<file path="src/rtl/liu_cfg_pkg.sv">
// register map, field layout and shared types for the line interface register bank
// assumes an 8-bit synchronous host port and eight line channels
// Operation
// - LOS plus enable bit sends all ones
// - global enable inserts system-side ALARM_INDICATION_STATUS on LOS
// - protect-disable bit 0 keeps short protection on
// - global code bit: 0 zero-substitution, 1 AMI
// - depth bit: 0 32-bit store, 1 64-bit
// - placement 01 transmit, 11 receive, else unused
// - channel index selects which template is accessed
// - template code picks one of six pulse shapes; codes 1 and 2 are reserved
// - output-enable bit 1 puts driver high-Z
// - status bit follows detected incoming ALARM_INDICATION_STATUS
// - mask bit 1 allows channel alarm interrupt
// - masked change latches; read clears latch
// - pointer AAH expanded bank, 00H primary
// - single-rail bit 0 follows negative-data pin
// - per-channel code bit picks codec when single-rail is forced by register
// - recovery bit 1 disables channel clock recovery
// - trigger LOS equals reported LOS status; the bank reports no LOS status
package liu_cfg_pkg;

    localparam int NUM_CH = 8;
    localparam int DATA_W = 8;
    localparam int ADDR_W = 8;

    // primary bank offsets
    localparam logic [ADDR_W-1:0] ADDR_AUTO_ONES   = 8'h0e;
    localparam logic [ADDR_W-1:0] ADDR_GLOBAL_CFG  = 8'h0f;
    localparam logic [ADDR_W-1:0] ADDR_TMPL_INDEX  = 8'h10;
    localparam logic [ADDR_W-1:0] ADDR_TMPL_SELECT = 8'h11;
    localparam logic [ADDR_W-1:0] ADDR_DRIVER_OE   = 8'h12;
    localparam logic [ADDR_W-1:0] ADDR_AIS_STATUS  = 8'h13;
    localparam logic [ADDR_W-1:0] ADDR_AIS_MASK    = 8'h14;
    localparam logic [ADDR_W-1:0] ADDR_AIS_LATCH   = 8'h15;
    localparam logic [ADDR_W-1:0] ADDR_BANK_PTR    = 8'h1f;
    // expanded bank offsets
    localparam logic [ADDR_W-1:0] EADDR_SINGLE_RAIL = 8'h00;
    localparam logic [ADDR_W-1:0] EADDR_LINE_CODE   = 8'h01;
    localparam logic [ADDR_W-1:0] EADDR_CLK_RECOV   = 8'h02;

    localparam logic [DATA_W-1:0] BANK_PRIMARY  = 8'h00;
    localparam logic [DATA_W-1:0] BANK_EXPANDED = 8'haa;
    localparam logic [DATA_W-1:0] RESET_BYTE    = 8'h00;

    // global configuration field positions
    localparam int GCF_AIS_INS   = 6;
    localparam int GCF_SCP_DIS   = 5;
    localparam int GCF_CODE      = 4;
    localparam int GCF_JA_DEPTH  = 3;
    localparam int GCF_JA_BW     = 2;
    localparam int GCF_JA_PLC_HI = 1;
    localparam int GCF_JA_PLC_LO = 0;
    localparam logic [DATA_W-1:0] GCF_DEFINED = 8'h7f;

    localparam int IDX_W  = 3;
    localparam int TMPL_W = 3;

    // jitter placement codes
    localparam logic [1:0] JA_PLC_TX = 2'b01;
    localparam logic [1:0] JA_PLC_RX = 2'b11;

    typedef enum logic [TMPL_W-1:0] {
        TMPL_E1       = 3'h0,
        TMPL_RSVD_A   = 3'h1,
        TMPL_RSVD_B   = 3'h2,
        TMPL_T1_133   = 3'h3,
        TMPL_T1_266   = 3'h4,
        TMPL_T1_399   = 3'h5,
        TMPL_T1_533   = 3'h6,
        TMPL_T1_655   = 3'h7
    } template_t;

    typedef struct packed {
        logic              wr;
        logic              rd;
        logic [ADDR_W-1:0] addr;
        logic [DATA_W-1:0] data;
    } host_req_t;

    typedef struct packed {
        logic       aisInsertEn;
        logic       shortProtectOn;
        logic       amiGlobal;
        logic       jaDepth64;
        logic       jaBandwidthLow;
        logic       jaInTxPath;
        logic       jaInRxPath;
    } global_ctl_t;

endpackage

</file>
<file path="src/rtl/alarm_irq_latch.sv">
// per-channel sticky change latch for the incoming alarm status
// assumes status is synchronous to clk; clearRd is a one-cycle read strobe
`timescale 1ns/1ps
module alarm_irq_latch #(
    parameter int WIDTH = 8
) (
    input  wire logic             clk,
    input  wire logic             resetn,
    input  wire logic [WIDTH-1:0] status,
    input  wire logic [WIDTH-1:0] mask,
    input  wire logic             clearRd,
    output logic      [WIDTH-1:0] latch
);
    logic [WIDTH-1:0] statusPrev_r;
    logic [WIDTH-1:0] latch_r;
    logic [WIDTH-1:0] latch_nxt;
    logic [WIDTH-1:0] change;

    assign change = (status ^ statusPrev_r) & mask;
    // set wins over the read clear so no edge is lost
    assign latch_nxt = change | (clearRd ? '0 : latch_r);
    assign latch = latch_r;

    always_ff @(posedge clk)
    begin
        if (!resetn)
            statusPrev_r <= '0;
        else
            statusPrev_r <= status;
    end

    always_ff @(posedge clk)
    begin
        if (!resetn)
            latch_r <= '0;
        else
            latch_r <= latch_nxt;
    end
endmodule

</file>
<file path="src/rtl/liu_config_register_bank.sv">
// configuration and status registers of the eight-channel line interface
// host port is synchronous: one access per strobe, read data one cycle later
// line-side status inputs are synchronous to clk
`timescale 1ns/1ps
module liu_config_register_bank
    import liu_cfg_pkg::*;
#(
    parameter int CHANNELS = liu_cfg_pkg::NUM_CH
) (
    input  wire logic                                 clk,
    input  wire logic                                 resetn,
    input  wire liu_cfg_pkg::host_req_t               hostReq,
    output logic      [liu_cfg_pkg::DATA_W-1:0]       hostRdData,
    output logic                                      hostRdValid,
    input  wire logic [CHANNELS-1:0]                  losDetect,
    input  wire logic [CHANNELS-1:0]                  aisDetect,
    input  wire logic [CHANNELS-1:0]                  transmitNegativeDataPin,
    output logic      [CHANNELS-1:0]                  txAllOnes,
    output logic      [CHANNELS-1:0]                  sysAisInsert,
    output logic      [CHANNELS-1:0]                  driverHighZ,
    output logic      [CHANNELS-1:0]                  singleRailMode,
    output logic      [CHANNELS-1:0]                  amiCodec,
    output logic      [CHANNELS-1:0]                  clockRecoveryOn,
    output logic      [CHANNELS*liu_cfg_pkg::TMPL_W-1:0] txTemplate,
    output liu_cfg_pkg::global_ctl_t                  globalCtl,
    output logic      [CHANNELS-1:0]                  alarmIrqLatch,
    output logic                                      expandedBank
);
    import liu_cfg_pkg::*;

    logic [CHANNELS-1:0] autoAllOnes_r;
    logic [DATA_W-1:0]   globalCfg_r;
    logic [IDX_W-1:0]    templateIndex_r;
    logic [TMPL_W-1:0]   templateSel_r [CHANNELS];
    logic [CHANNELS-1:0] driverOe_r;
    logic [CHANNELS-1:0] alarmMask_r;
    logic [DATA_W-1:0]   bankPointer_r;
    logic [CHANNELS-1:0] singleRail_r;
    logic [CHANNELS-1:0] lineCode_r;
    logic [CHANNELS-1:0] clockRecovDis_r;
    logic [DATA_W-1:0]   hostRdData_r;
    logic                hostRdValid_r;
    logic [DATA_W-1:0]   rdMux;
    logic                rdLatchClear;
    logic                bankIsExpanded;
    logic [DATA_W-1:0]   rdPrimary;
    logic [DATA_W-1:0]   rdExpanded;
    logic                wrBankPtr;
    logic                wrAutoOnes;
    logic                wrGlobalCfg;
    logic                wrTmplIndex;
    logic                wrTmplSelect;
    logic                wrDriverOe;
    logic                wrAlarmMask;
    logic                wrSingleRail;
    logic                wrLineCode;
    logic                wrClockRecov;

    // decode of one register within its bank
    function automatic logic hits(
        input logic [ADDR_W-1:0] addr,
        input logic              expanded,
        input logic [ADDR_W-1:0] target,
        input logic              targetExpanded
    );
        hits = (addr == target) && (expanded == targetExpanded);
    endfunction

    // widen a channel vector onto the data bus
    function automatic logic [DATA_W-1:0] toByte(input logic [CHANNELS-1:0] v);
        logic [DATA_W-1:0] b;
        b = '0;
        for (int i = 0; i < CHANNELS && i < DATA_W; i++)
        begin
            b[i] = v[i];
        end
        return b;
    endfunction

    // take the low channel bits of a written byte
    function automatic logic [CHANNELS-1:0] fromByte(input logic [DATA_W-1:0] b);
        logic [CHANNELS-1:0] v;
        v = '0;
        for (int i = 0; i < CHANNELS && i < DATA_W; i++)
        begin
            v[i] = b[i];
        end
        return v;
    endfunction

    // placement codes 00 and 10 leave the attenuator out of both paths
    function automatic global_ctl_t decodeGlobal(input logic [DATA_W-1:0] cfg);
        global_ctl_t g;
        g.aisInsertEn    = cfg[GCF_AIS_INS];
        g.shortProtectOn = !cfg[GCF_SCP_DIS];
        g.amiGlobal      = cfg[GCF_CODE];
        g.jaDepth64      = cfg[GCF_JA_DEPTH];
        g.jaBandwidthLow = cfg[GCF_JA_BW];
        g.jaInTxPath     = cfg[GCF_JA_PLC_HI:GCF_JA_PLC_LO] == JA_PLC_TX;
        g.jaInRxPath     = cfg[GCF_JA_PLC_HI:GCF_JA_PLC_LO] == JA_PLC_RX;
        return g;
    endfunction

    // pointer value other than the expanded key keeps the primary map
    assign bankIsExpanded = (bankPointer_r == BANK_EXPANDED);
    assign expandedBank   = bankIsExpanded;

    // status and latch offsets get no strobe, so writes there fall away
    assign wrBankPtr    = hostReq.wr && (hostReq.addr == ADDR_BANK_PTR);
    assign wrAutoOnes   = hostReq.wr && hits(hostReq.addr, bankIsExpanded, ADDR_AUTO_ONES, 1'b0);
    assign wrGlobalCfg  = hostReq.wr && hits(hostReq.addr, bankIsExpanded, ADDR_GLOBAL_CFG, 1'b0);
    assign wrTmplIndex  = hostReq.wr && hits(hostReq.addr, bankIsExpanded, ADDR_TMPL_INDEX, 1'b0);
    assign wrTmplSelect = hostReq.wr && hits(hostReq.addr, bankIsExpanded, ADDR_TMPL_SELECT, 1'b0);
    assign wrDriverOe   = hostReq.wr && hits(hostReq.addr, bankIsExpanded, ADDR_DRIVER_OE, 1'b0);
    assign wrAlarmMask  = hostReq.wr && hits(hostReq.addr, bankIsExpanded, ADDR_AIS_MASK, 1'b0);
    assign wrSingleRail = hostReq.wr && hits(hostReq.addr, bankIsExpanded, EADDR_SINGLE_RAIL, 1'b1);
    assign wrLineCode   = hostReq.wr && hits(hostReq.addr, bankIsExpanded, EADDR_LINE_CODE, 1'b1);
    assign wrClockRecov = hostReq.wr && hits(hostReq.addr, bankIsExpanded, EADDR_CLK_RECOV, 1'b1);

    // bank pointer is visible in both banks so software can always get back
    always_ff @(posedge clk)
    begin
        if (!resetn)
        begin
            bankPointer_r <= BANK_PRIMARY;
        end
        else if (wrBankPtr)
        begin
            bankPointer_r <= hostReq.data;
        end
    end

    always_ff @(posedge clk)
    begin
        if (!resetn)
        begin
            autoAllOnes_r <= '0;
        end
        else if (wrAutoOnes)
        begin
            autoAllOnes_r <= fromByte(hostReq.data);
        end
    end

    // reserved top bit is not stored and reads as zero
    always_ff @(posedge clk)
    begin
        if (!resetn)
        begin
            globalCfg_r <= RESET_BYTE;
        end
        else if (wrGlobalCfg)
        begin
            globalCfg_r <= hostReq.data & GCF_DEFINED;
        end
    end

    always_ff @(posedge clk)
    begin
        if (!resetn)
        begin
            templateIndex_r <= '0;
        end
        else if (wrTmplIndex)
        begin
            templateIndex_r <= hostReq.data[IDX_W-1:0];
        end
    end

    // one template slot per channel, written through the shared index
    genvar ch;
    generate
        for (ch = 0; ch < CHANNELS; ch++)
        begin : gTemplate
            always_ff @(posedge clk)
            begin
                if (!resetn)
                begin
                    templateSel_r[ch] <= TMPL_E1;
                end
                else if (wrTmplSelect && templateIndex_r == IDX_W'(ch))
                begin
                    templateSel_r[ch] <= hostReq.data[TMPL_W-1:0];
                end
            end
            assign txTemplate[ch*TMPL_W +: TMPL_W] = templateSel_r[ch];
        end
    endgenerate

    always_ff @(posedge clk)
    begin
        if (!resetn)
        begin
            driverOe_r <= '0;
        end
        else if (wrDriverOe)
        begin
            driverOe_r <= fromByte(hostReq.data);
        end
    end

    always_ff @(posedge clk)
    begin
        if (!resetn)
        begin
            alarmMask_r <= '0;
        end
        else if (wrAlarmMask)
        begin
            alarmMask_r <= fromByte(hostReq.data);
        end
    end

    always_ff @(posedge clk)
    begin
        if (!resetn)
        begin
            singleRail_r <= '0;
        end
        else if (wrSingleRail)
        begin
            singleRail_r <= fromByte(hostReq.data);
        end
    end

    always_ff @(posedge clk)
    begin
        if (!resetn)
        begin
            lineCode_r <= '0;
        end
        else if (wrLineCode)
        begin
            lineCode_r <= fromByte(hostReq.data);
        end
    end

    always_ff @(posedge clk)
    begin
        if (!resetn)
        begin
            clockRecovDis_r <= '0;
        end
        else if (wrClockRecov)
        begin
            clockRecovDis_r <= fromByte(hostReq.data);
        end
    end

    // status and latch registers have no write path at all
    // read clears the change latch in the same cycle the data is captured
    assign rdLatchClear = hostReq.rd && hits(hostReq.addr, bankIsExpanded, ADDR_AIS_LATCH, 1'b0);

    alarm_irq_latch #(
        .WIDTH   (CHANNELS)
    ) uAlarmLatch (
        .clk     (clk),
        .resetn  (resetn),
        .status  (aisDetect),
        .mask    (alarmMask_r),
        .clearRd (rdLatchClear),
        .latch   (alarmIrqLatch)
    );

    always_comb
    begin
        rdPrimary = '0;
        case (hostReq.addr)
            ADDR_AUTO_ONES:   rdPrimary = toByte(autoAllOnes_r);
            ADDR_GLOBAL_CFG:  rdPrimary = globalCfg_r;
            ADDR_TMPL_INDEX:  rdPrimary = DATA_W'(templateIndex_r);
            ADDR_TMPL_SELECT: rdPrimary = DATA_W'(templateSel_r[templateIndex_r]);
            ADDR_DRIVER_OE:   rdPrimary = toByte(driverOe_r);
            ADDR_AIS_STATUS:  rdPrimary = toByte(aisDetect);
            ADDR_AIS_MASK:    rdPrimary = toByte(alarmMask_r);
            ADDR_AIS_LATCH:   rdPrimary = toByte(alarmIrqLatch);
            default:          rdPrimary = '0;
        endcase
    end

    always_comb
    begin
        rdExpanded = '0;
        case (hostReq.addr)
            EADDR_SINGLE_RAIL: rdExpanded = toByte(singleRail_r);
            EADDR_LINE_CODE:   rdExpanded = toByte(lineCode_r);
            EADDR_CLK_RECOV:   rdExpanded = toByte(clockRecovDis_r);
            default:           rdExpanded = '0;
        endcase
    end

    // pointer answers in both banks; unmapped offsets read zero
    always_comb
    begin
        if (hostReq.addr == ADDR_BANK_PTR)
            rdMux = bankPointer_r;
        else if (bankIsExpanded)
            rdMux = rdExpanded;
        else
            rdMux = rdPrimary;
    end

    // read data held until the next read so a slow host may sample late
    always_ff @(posedge clk)
    begin
        if (!resetn)
            hostRdData_r <= '0;
        else if (hostReq.rd)
            hostRdData_r <= rdMux;
    end

    always_ff @(posedge clk)
    begin
        if (!resetn)
            hostRdValid_r <= 1'b0;
        else
            hostRdValid_r <= hostReq.rd;
    end

    assign hostRdData  = hostRdData_r;
    assign hostRdValid = hostRdValid_r;

    // global controls decoded from the configuration byte
    assign globalCtl = decodeGlobal(globalCfg_r);

    // per-channel datapath steering, each bit independent of its neighbours
    generate
        for (ch = 0; ch < CHANNELS; ch++)
        begin : gChannel
            logic forcedSingle;
            // the forcing only holds while clock recovery is running
            assign forcedSingle = singleRail_r[ch] && !clockRecovDis_r[ch];
            // the same LOS input feeds both actions; no LOS status register is kept
            assign txAllOnes[ch]    = autoAllOnes_r[ch] && losDetect[ch];
            assign sysAisInsert[ch] = globalCtl.aisInsertEn && losDetect[ch];
            assign driverHighZ[ch]  = driverOe_r[ch];
            assign singleRailMode[ch] = singleRail_r[ch] ? forcedSingle
                                                         : transmitNegativeDataPin[ch];
            // per-channel code only counts in forced single rail, else global
            assign amiCodec[ch] = forcedSingle ? lineCode_r[ch]
                                               : globalCtl.amiGlobal;
            assign clockRecoveryOn[ch] = !clockRecovDis_r[ch];
        end
    endgenerate

endmodule

</file>
<file path="config.mk">
export PLATFORM = sky130hd
export DESIGN_NAME = liu_config_register_bank
export DESIGN_NICKNAME = d
export VERILOG_FILES = /design/src/rtl/liu_cfg_pkg.sv /design/src/rtl/alarm_irq_latch.sv /design/src/rtl/liu_config_register_bank.sv
export SDC_FILE = /design/constraint.sdc
export NUM_CORES = 1
export LEC_CHECK = 0
export ABC_CLOCK_PERIOD_IN_PS = 2700
export BUFFER_PORTS_ARGS = -buffer_cell sky130_fd_sc_hd__buf_2
export CELL_PAD_IN_SITES_DETAIL_PLACEMENT = 0
export CELL_PAD_IN_SITES_GLOBAL_PLACEMENT = 1
export CORE_MARGIN = 5
export CORE_UTILIZATION = 30
export CTS_CLUSTER_SIZE = 16
export DETAILED_ROUTE_END_ITERATION = 8
export PLACE_DENSITY_LB_ADDON = 0.1
export SLEW_MARGIN = 20
export SYNTH_ARGS = -nofsm -noshare
export SYNTH_HDL_FRONTEND = slang
export SYNTH_SLANG_ARGS = --single-unit
</file>
<file path="constraint.sdc">
create_clock -name clk -period 2.7 [get_ports clk]
set_input_delay 0.27 -clock clk [delete_from_list [all_inputs] [get_ports clk]]
set_output_delay 0.27 -clock clk [all_outputs]
set_load 0.01 [all_outputs]
</file>
# == Word level (Yosys, flattened, before mapping) ==
# Memories as Yosys holds them, arrays and structs flattened. A register that Yosys moved wholly into a read port is not among the register bits.
# Index checks and enable logic that the tools add are counted.
# totals
n_memories,1
in_bits,44
output_inout_bits,97
mem_bits_rw,24
reg_bits,91
word_cells,167
# memory_table
name,depth,word_bits,rd,rd_ports_with_merged_regs,wr,line,source
templateSel_r,8,3,9,1,8,liu_config_register_bank.sv:34,logic [TMPL_W-1:0] templateSel_r [CHANNELS];
# classes
eq_ne,21
reduce_logical,64
n_mux,56
bitwise,12
# op_table
operator,n
$pmux 8 s8,1
$eq 8x5->1 const B,7
$logic_and 1x1->1,53
$mux 1,41
$mux 3,10
$mux 8,3
$pmux 8 s3,1
$eq 8x4->1 const B,2
$eq 3x3->1 const B,4
$logic_not 1->1,9
$and 8x8->8,1
$eq 8x1->1 const B,1
$eq 8x2->1 const B,1
$eq 8x8->1 const B,1
$logic_not 8->1,1
$or 1x1->1,8
$or 8x8->8,1
$xor 8x8->8,1
$eq 3x2->1 const B,2
$eq 3x1->1 const B,1
$logic_not 3->1,1
$eq 2x1->1 const B,1
$eq 2x2->1 const B,1
$not 1->1,1

# == Logic depth before layout (Yosys ltp) ==
# Gate-level depths: netlist (run 1).
# depth
depth_word,9
mapped_depth,8
mapped_depth_nobuf,5

# == Hierarchy ==
# From an unflattened synthesis (run 1), not the netlist that was laid out.
# unflattened
hier_cells,618
area_unflattened_um2,5975.7
# modules_own_cells
module,cells_per_inst,area_per_inst_um2,instances,seq_area_each_um2
liu_config_register_bank,560,5386.4,1,2282.2
alarm_irq_latch,58,589.3,1,320.3

# == Least setup slack after synthesis (run 1) ==
# No wires, ideal clock.
# synth_timing
path_type,input to register
from,input hostReq[8] in the netlist's numbering
to,memory templateSel_r[0][0] (enable)
setup_ps,344
required_ps,2356
slack_ps,670
stages,8
n_path_buf,3
arrival_time_ps,1686
cell_sequence,buf_2 nor2b_1 buf_2 nand4_1 nor3_1 nand2b_1 clkbuf_1 o21ai_0
# synth_lines
item,line,source
from (decl),liu_config_register_bank.sv:12,"input wire liu_cfg_pkg::host_req_t hostReq,"
to (decl),liu_config_register_bank.sv:34,

==> qor.yml, run 1 <==
status: "finished, final reports clean"
grt_pass1_vias: 5282
placed_cell_area_um2: 7050
synth_edf_count: 24
vias: 5038
syn_inst: 625
drt_pass1_iterations: 4
fin_crit_ns: 2.02
worst_pin_slew_ns: 0.615
critPathCaptureType: "flip-flop"
cpPeakStageDelay_ns: 0.42
die_area_um2: 23300
pre_cts_slack_ns: 0.285
die_w_um: 153
cts_buffer_depth: 2
critPathMaxFanout: 8
hold_start: "aisDetect[5]"
p_total_mw: 4.13
drt-wirelength-per-cell_um: 19.6
drc: 0
crit_chain: "nand4bb_1 > o21ai_2 > nor3_1 > nand2_1 > o21ai_0"
clk_pin_slew_ns: 0.06
final_max_slew_viol_count: 0
hold_viol_final: 0
syn_nets: 669
fp.dieH_um: 153
grt-ovfl-total: 0
hp-class: "in -> reg"
synth_ff_type: "dfxtp_1"
antennaDiodeCount: 0
arrival_ns: 2.09
grt_pass1_wl_mm: 31.3
r2r_start: "bankPointer_r[4]"
core-area_um2: 20100
grt_setup_unrepaired: "no"
grt_max_degree: 57
final_cell_area_um2: 7580
setup_viol: 0
required_ns: 2.76
power_density_nw_per_um2: 545
synthArstFlopShare_pct: 0
timing.fmax_ghz: 0.494
critical_path_class: "reg -> reg"
portBuffers: 140
cap_violations: 0
clk_latency_ns: 0.41
skew_ns: 0.00807
hpwl_mm: 15.5
synth_area_per_cell_um2: 9.75
synth_cell_types: 53
finalSetupTns_ns: 0
numClockSinks: 118
gr-usage-met1_pct: 21.2
grt_usage_pct: 17.4
cts_buffers: 17
busiest_layer: "met2"
rows: 52
drt-initial-drc-count: 233
io_pins: 141
yosys_register_bits: 118
instances_no_fill: 1037
crit_path_start: "bankPointer_r[4]"
routed_wl_mm: 20.4
grt_use_met3_pct: 4.91
antenna_found_initial: 2
ir_worst_vdd_mv: 0.426
cts_setup_buffers: 0
cts_tree: "done"
met2_usage_pct: 29.9
worst_setup_path_start_kind: "flip-flop"
drive_above_1_share_pct: 29.5
clock-root-buffer: "clkbuf_16"
ant_nets: 0
seq_area_frac_synth_pct: 42.7
fin_crit_sh_pct: 75.0
areaGrowthSynthToFinish_pct: 24.3
dp_cells: 1006
crit_path_top_delay_cell: "o21ai_0"
leakage_nw: 2.98
nets: 799
place.gp.congestion: 0.882
cts_resized: 0
post-route-util_pct: 37.7
fin_ws_ns: 0.675
synth_area_um2: 6100
hold_buffers: 0
h-tree-depth: 4
initial_core_util_pct: 30.3
yosys_warnings: 0
hold-worst-slack_ns: 0.113
relSlewSlack_pct: 58.7
viasPerCell: 4.86
-- final timing paths --
kind	cells after the start	slack (ns)	to
setup reg to reg	5	0.68	templateSel_r[4][0]
hold / removal	2	0.11	uAlarmLatch.statusPrev_r[5]
setup / recovery	5	0.68	templateSel_r[4][0]
hold reg to reg	2	0.49	bankPointer_r[7]
-- cells in the final DEF (no fill, tap or decap), drive strengths merged, types with 4 or more instances in the layout --
| cell type | netlist | layout |
|---|---|---|
| inv | 19 | 19 |
| nand3 | 34 | 34 |
| a31oi | 6 | 6 |
| dfxtp | 94 | 94 |
| a21oi | 4 | 4 |
| mux2i | 74 | 74 |
| nand3b | 4 | 4 |
| a21boi | 13 | 13 |
| xor2 | 8 | 8 |
| and2 | 26 | 26 |
| o22ai | 4 | 4 |
| nand2 | 41 | 41 |
| a22oi | 15 | 15 |
| nor3 | 7 | 7 |
| nor2 | 31 | 31 |
| nor2b | 74 | 74 |
| nand4 | 9 | 9 |
| o21ai | 28 | 28 |
| buf | 19 | 159 |
| clkbuf | 29 | 26 |
| edfxtp | 24 | 24 |
| mux2 | 12 | 12 |
| mux4 | 6 | 6 |
| a31o | 7 | 7 |
| clkinv | 0 | 5 |
-- routing by layer --
metal  part of all wire, %  vias to the layer above
li1                      -                     2468
met2                    49                      114
met4                   2.4                        4
met5                  0.13                        -
met3                   4.6                       30
met1                    43                     2422
-- logic make-up (layout without fill, tap and decap cells) --
logic type      count (synthesis)  count (layout)  synth area share [%]
flops                         118             118                  42.7
xor+xnor                        8               8                  1.15
mux                            92              92                  16.6
buf+inv                        67             209                  4.91
simple gates                  243             243                  23.7
compound gates                 97              97                  11.0
-- worst max-delay path: cells and delay by family (launching register included) --
kind / cells / cell delay, ns
AO/OA/AOI/OAI: 2 / 0.60
flip-flops: 1 / 0.38
AND/OR/NAND/NOR: 3 / 0.68
-- synth_stat cells, types with 5 or more instances --
library cell,count,area share [%]
mux2i_1,74,12
nor2_1,30,1.8
mux4_2,6,2.2
edfxtp_1,24,12
mux2_2,12,2.2
nor2b_1,74,7.6
nand4_1,6,0.62
a31oi_1,6,0.62
buf_2,11,0.90
clkbuf_1,29,1.8
a22oi_1,15,1.8
inv_1,19,1.2
dfxtp_1,94,31
nand2_1,41,2.5
nand3_1,34,2.8
a21boi_0,13,1.6
a31o_2,7,1.0
buf_4,5,0.62
xor2_1,8,1.1
and2_1,26,2.7
o21ai_0,27,2.2
-- power breakdown --
group / switching [mW] / internal (mW) / total [mW]
clock: 0.758 / 1.26 / 2.01
combinational: 0.180 / 0.106 / 0.286
sequential: 0.0128 / 1.82 / 1.83
total: 0.951 / 3.18 / 4.13
-- layout make-up --
| cell class | instances | area [um^2] |
|---|---|---|
| Multi-Input combinational cell | 440 | 3200 |
| Tap cell | 270 | 338 |
| Inverter | 19 | 71.3 |
| Sequential cell | 118 | 2600 |
| Fill cell | 2055 | 12500 |
| Clock buffer | 26 | 499 |
| Timing Repair Buffer | 159 | 843 |
| Clock inverter | 5 | 25.0 |
-- state kept, by name, summed over array words and instances, names as in the netlist, named ones only --
name	count
templateIndex_r	3
driverHighZ	8
singleRail_r	8
clockRecovDis_r	8
lineCode_r	8
globalCfg_r	7
uAlarmLatch.statusPrev_r	8
hostRdData	8
uAlarmLatch.latch	8
templateSel_r	24
bankPointer_r	8
hostRdValid	1
autoAllOnes_r	8
alarmMask_r	8
No activity file was read; power rests on OpenSTA's default activity.
==> run 2: changes to the inputs <==
ABC_CLOCK_PERIOD_IN_PS = 1600   (was 2700)
clock period = 1.6 ns   (was 2.7 ns; I/O delays follow)
==> run 2 against run 1 <==
  * The run now ends with setup timing left
  * Final area rose by 16%
  * Largest cell class unchanged
  * Maximum frequency is 21% higher
  * Flip-flop and latch count unchanged
  * Global-route usage up 0.47 points
  * Setup slack worse by 0.74 ns
  * Critical path depth grew 2
  * Combinational power up 110%
  * Core utilization is 6.0 points higher
  * Non-clock buffer count rose by 92
  * Hold slack lost 0.093 ns
  * Final cell count rose by 9.0%
==> qor.yml, run 2 (same netlist as run 1, synthesis figures left out) <==
antenna_found_initial: 0  # -2
h-tree-depth: 4  # unchanged
die_area_um2: 23300  # unchanged
placed_cell_area_um2: 7840  # +11%
vias: 5450  # +8.2%
grt_pass1_vias: 5628  # +6.6%
dp_cells: 1090  # +8.3%
relSlewSlack_pct: 72.8  # +14 points
internal-power_mw: 6.11  # +92%
hp-class: "in -> reg"
fin_crit_ns: 1.67  # -0.357 ns
grt_max_degree: 53  # -7.0%
setup_viol: 63  # +63
regArea_um2: 2610  # +0.43%
hpwl_mm: 16.0  # +2.9%
place.gp.congestion: 0.838  # -5.0%
crit_path_top_delay_cell: "dfxtp_2"
cts_buffers: 17  # unchanged
hold_viol_final: 0  # unchanged
cpPeakStageDelay_ns: 0.32  # -0.10 ns
critical_path_class: "reg -> reg"
numClockSinks: 118  # unchanged
die_w_um: 153  # unchanged
largest_reg_flops: 24  # unchanged
grt_pass1_wl_mm: 32.5  # +4.0%
grt_usage_pct: 17.9  # +0.47 points
final_cell_mix: "buf_2 (140), buf_4 (89), dfxtp_1 (87)"
cts_buffer_depth: 2  # unchanged
met1_length_mm: 9.43  # +6.6%
core-area_um2: 20100  # unchanged
final_cell_area_um2: 8780  # +16%
cap_violations: 0  # unchanged
routed_wl_mm: 20.9  # +2.4%
drt-wirelength-per-cell_um: 18.5  # -6.1%
arrival_ns: 1.84  # -0.25 ns
layout_commonest_cell: "buf_2"
drt_pass1_iterations: 4  # unchanged
critPathCaptureType: "flip-flop"
skew_ns: 0.00711  # -0.000957 ns
fillerInstances: 1928  # -6.2%
grt-ovfl-total: 0  # unchanged
wl_met3_um: 827  # -12%
timing.fmax_ghz: 0.600  # +21%
clk_latency_ns: 0.42  # about the same
initial_core_util_pct: 30.3  # unchanged
required_ns: 1.77  # -0.99 ns
clk_pin_slew_ns: 0.06  # about the same
antennaDiodeCount: 0  # unchanged
top_layer_used: "met4"
io_pins: 141  # unchanged
power_frac_clock_pct: 53.4  # +4.7 points
fin_ws_ns: -0.0677  # -0.743 ns
portBuffers: 140  # unchanged
rows: 52  # unchanged
crit_chain: "nand4bb_4 > buf_6 > o21ai_4 > nor2_2 > nand3b_1 > buf_4 > nor2_1"
fin_crit_sh_pct: 104  # +29 points
largest-register: "templateSel_r"
p_seq_share_pct: 39.0  # -5.3 points
areaGrowthSynthToFinish_pct: 44.0
fp.dieH_um: 153  # unchanged
grt_setup_unrepaired: "yes"
drt-initial-drc-count: 340  # +46%
nets: 891  # +12%
clock-root-buffer: "clkbuf_16"
final_max_slew_viol_count: 0  # unchanged
worst_setup_path_start_kind: "flip-flop"
power_density_nw_per_um2: 902  # +65%
pre_cts_slack_ns: -0.364  # -0.649 ns
drive_above_1_share_pct: 41.0  # +12 points
wl_met2_mm: 10.2  # +1.1%
post-route-util_pct: 43.7  # +6.0 points
critPathMaxFanout: 4  # -4
ir_worst_vdd_mv: 0.626  # +47%
hold-worst-slack_ns: 0.0203  # -0.0927 ns
ant_nets: 0  # unchanged
drc: 0  # unchanged
p_sw_mw: 1.81  # +90%
status: "finished, violations left"
swShare_pct: 22.8  # -0.19 points
cts_tree: "done"
violations: "setup timing"
viasPerCell: 4.82  # -0.73%
multiInputGateArea_um2: 3410  # +6.6%
leakage_nw: 3.55  # +19%
instances_no_fill: 1130  # +9.0%
combPwrFrac_pct: 7.6  # +0.7 points
worst_pin_slew_ns: 0.409  # -0.207 ns
[run 2: changes by cell type in the layout (fill, tap and decap cells not counted), sizes merged]
cell,previous run,this run
clkinvlp,0,3
clkinv,5,3
dlygate4sd3,0,7
bufinv,0,5
inv,19,22
clkbuf,26,18
buf,159,244
[run 2: worst max-delay path: cells and delay by family (launching register included)]
family	cells	cell delay (ns)
AO/OA/AOI/OAI	1	0.21
buffers and inverters	2	0.32
flip-flops	1	0.32
AND/OR/NAND/NOR	4	0.58
[run 2: metal layers]
metal  track usage, %  vias to the layer above
met1             22.8                     2625
met4             5.39                        0
met3             4.20                       27
met5                0                        -
met2             30.3                      132
li1                 -                     2666
[run 2: final timing paths]
path	from	to	slack [ns]	cells after the start
worst max-delay path	bankPointer_r[0]	templateSel_r[3][2]	-0.07	7
worst min-delay path	aisDetect[7]	uAlarmLatch.statusPrev_r[7]	0.02	2
worst min register to register	hostRdData[4]	hostRdData[4]	0.48	2
worst max register to register	bankPointer_r[0]	templateSel_r[3][2]	-0.07	7
[run 2: per-stage QoR]
| step | setup TNS (ns) | total power [mW] |
|---|---|---|
| global route | -8.77 | 8.18 |
| detailed placement | -18.30 | 3.73 |
| finish | -1.56 | 7.92 |
| floorplan | -0.618 | 3.43 |
| global placement | -17.40 | 3.73 |
| CTS | -2.91 | 7.99 |
[run 2: power by group through the flow]
stage                     Clock, mW  Combinational [mW]  Sequential [mW]
after floorplan                   0               0.273             3.16
after global placement            0               0.575             3.15
after detailed placement          0               0.580             3.15
after CTS                      4.31               0.598             3.09
after global routing           4.45               0.648             3.09
final                          4.23               0.604             3.09
[run 2: final cells by class]
cell class	count	area share [%]
clock buffers	18	4.89
clock inverters	14	2.52
inverters	19	0.813
multi-input cells	440	38.9
flip-flops and latches	118	29.8
well taps	270	3.85
repair buffers	251	19.3
[run 2: timing repair]
action / CTS / global route
resized for setup: 17 / 33
buffers inserted: 1 / 6
hold buffers: 7 / 0
endpoints found under the setup margin: 118 / 132
endpoints found under the hold margin: 7 / 0
pin swaps: 4 / 10
==> run 3: changes to the inputs <==
CORE_MARGIN = 4   (was 5)
==> run 3 against run 2 <==
  * Combinational power is essentially flat
  * Power shrank 0.54%
  * Die area shrank 2.6%
  * Maximum frequency shrank 3.1%
  * Sequential share of layout area shrank 0.44 points
  * Routed wire length grew 1.2%
  * Critical endpoint is now hostRdData[1]
  * Largest cell class unchanged
  * Largest power group unchanged
  * Setup slack lost 0.053 ns
  * The flow still finishes with violations (setup timing)
  * Non-clock buffer count grew 8
  * Flip-flop and latch count is the same
  * Highest routed layer unchanged
  * Critical path depth shrank 1
==> qor.yml, run 3 (same netlist as run 1, synthesis figures left out) <==
status: "finished, violations left"
violations: "setup timing"
drc: 0  # unchanged
critical_path_class: "reg -> reg"
fin_crit_sh_pct: 108  # +3.3 points
fillerInstances: 1899  # -1.5%
worst_setup_path_start_kind: "flip-flop"
worst_pin_slew_ns: 0.473  # +0.0640 ns
setup_viol: 38  # -40%
regArea_um2: 2610  # unchanged
antennaDiodeCount: 0  # unchanged
pre_cts_slack_ns: -0.401  # -0.0372 ns
timing.fmax_ghz: 0.581  # -3.1%
skew_ns: 0.0140  # +0.00687 ns
drt-wirelength-per-cell_um: 18.6  # +0.98%
post-route-util_pct: 45.2  # +1.5 points
grt-ovfl-total: 0  # unchanged
critPathMaxFanout: 6  # +2
arrival_ns: 2.01  # +0.17 ns
cpPeakStageDelay_ns: 0.53  # +0.21 ns
die_area_um2: 22700  # -2.6%
cts_tree: "done"
reg2reg_depth: 6  # -1
multiInputGateArea_um2: 3510  # +2.8%
clk_latency_ns: 0.42  # about the same
portBuffers: 140  # unchanged
io_pins: 141  # unchanged
core-area_um2: 19700  # -1.9%
drive_above_1_share_pct: 43.1  # +2.0 points
fin_crit_ns: 1.72  # +0.0533 ns
cap_violations: 0  # unchanged
vias: 5414  # -0.66%
final_cell_mix: "buf_2 (139), buf_4 (96), dfxtp_1 (87)"
dp_cells: 1090  # unchanged
die_w_um: 151  # -1.3%
drt_pass1_iterations: 4  # unchanged
p_total_mw: 7.87  # -0.54%
ir_worst_vdd_mv: 0.733  # +17%
largest-register: "templateSel_r"
clock-root-buffer: "clkbuf_16"
viasPerCell: 4.78  # -0.92%
crit_path_top_delay_cell: "mux4_2"
hpwl_mm: 16.0  # +0.36%
instances_no_fill: 1133  # +0.27%
grt_usage_pct: 18.9  # +0.99 points
largest_reg_flops: 24  # unchanged
place.gp.congestion: 0.827  # -1.3%
crit_chain: "buf_12 > mux4_2 > mux2i_2 > o22ai_1 > o21ai_1 > nand3_1"
ant_nets: 0  # unchanged
areaGrowthSynthToFinish_pct: 46.1
grt_setup_unrepaired: "yes"
antenna_found_initial: 0  # unchanged
clk_pin_slew_ns: 0.05  # about the same
critPathCaptureType: "flip-flop"
hold_viol_final: 0  # unchanged
layout_commonest_cell: "buf_2"
grt_pass1_wl_mm: 32.1  # -1.2%
h-tree-depth: 4  # unchanged
drt-initial-drc-count: 213  # -37%
routed_wl_mm: 21.1  # +1.2%
relSlewSlack_pct: 68.4  # -4.3 points
final_max_slew_viol_count: 0  # unchanged
fp.dieH_um: 151  # -1.3%
cts_buffer_depth: 2  # unchanged
required_ns: 1.89  # +0.12 ns
grt_pass1_vias: 5674  # +0.82%
numClockSinks: 118  # unchanged
fin_ws_ns: -0.121  # -0.0533 ns
initial_core_util_pct: 30.9  # +0.59 points
nets: 899  # +0.90%
rows: 51  # -1.9%
power_density_nw_per_um2: 884  # -2.0%
leakage_nw: 3.61  # +1.7%
grt_max_degree: 45  # -15%
cts_buffers: 17  # unchanged
whs_path_depth: 2  # unchanged
hp-class: "in -> reg"
[run 3: final cells by class]
class,count,share of cell area [%]
Clock buffer,24,5.63
Multi-Input combinational cell,440,39.4
Sequential cell,118,29.3
Timing Repair Buffer,259,19.5
Tap cell,265,3.72
Inverter,19,0.801
Clock inverter,8,1.62
[run 3: power breakdown]
part           switching, mW  internal, mW  total, mW
Combinational          0.338         0.267      0.605
Sequential            0.0212          3.07       3.09
Clock                   1.37          2.81       4.18
Total                   1.73          6.14       7.87
[run 3: worst paths after layout]
kind / from / end / slack [ns]
min reg2reg: hostRdData[6] / hostRdData[6] / 0.50
max: flip-flop / hostRdData[1] / -0.12
max reg2reg: flip-flop / hostRdData[1] / -0.12
min: aisDetect[6] / uAlarmLatch.statusPrev_r[6] / 0.01
[run 3: worst max-delay path: cells and delay by family (launching register included)]
family	cells	cell delay (ns)
multiplexers	2	0.75
AND/OR/NAND/NOR	1	0.09
buffers and inverters	1	0.12
AO/OA/AOI/OAI	2	0.30
flip-flops	1	0.34
[run 3: what timing repair did]
action                                  CTS  global route
gates resized for setup                  32            45
hold buffers                              5             0
endpoints found under the setup margin   76           121
setup buffers                             4            10
hold endpoints to repair                  5             0
pin swaps                                10            25
[run 3: per-stage QoR]
stage	cell area [um^2]	hold WS [ns]	setup TNS [ns]
global placement	7850	0.413	-25.13
CTS	8710	0.00659	-0.903
floorplan	6190	0.282	-0.618
finish	8910	0.0138	-1.45
global route	8910	0.0272	-6.82
detailed placement	7850	0.417	-24.99
[run 3: metal layers]
layer  part of all wire (%)  wire length (um)  track usage, %  up-vias
li1                       -                 -               -     2671
met1                     44              9240            23.8     2601
met2                     50             10600            32.7      126
met3                    5.2              1100            4.27       16
met4                    1.1               227            4.67        0
met5                      0                 0               0        -
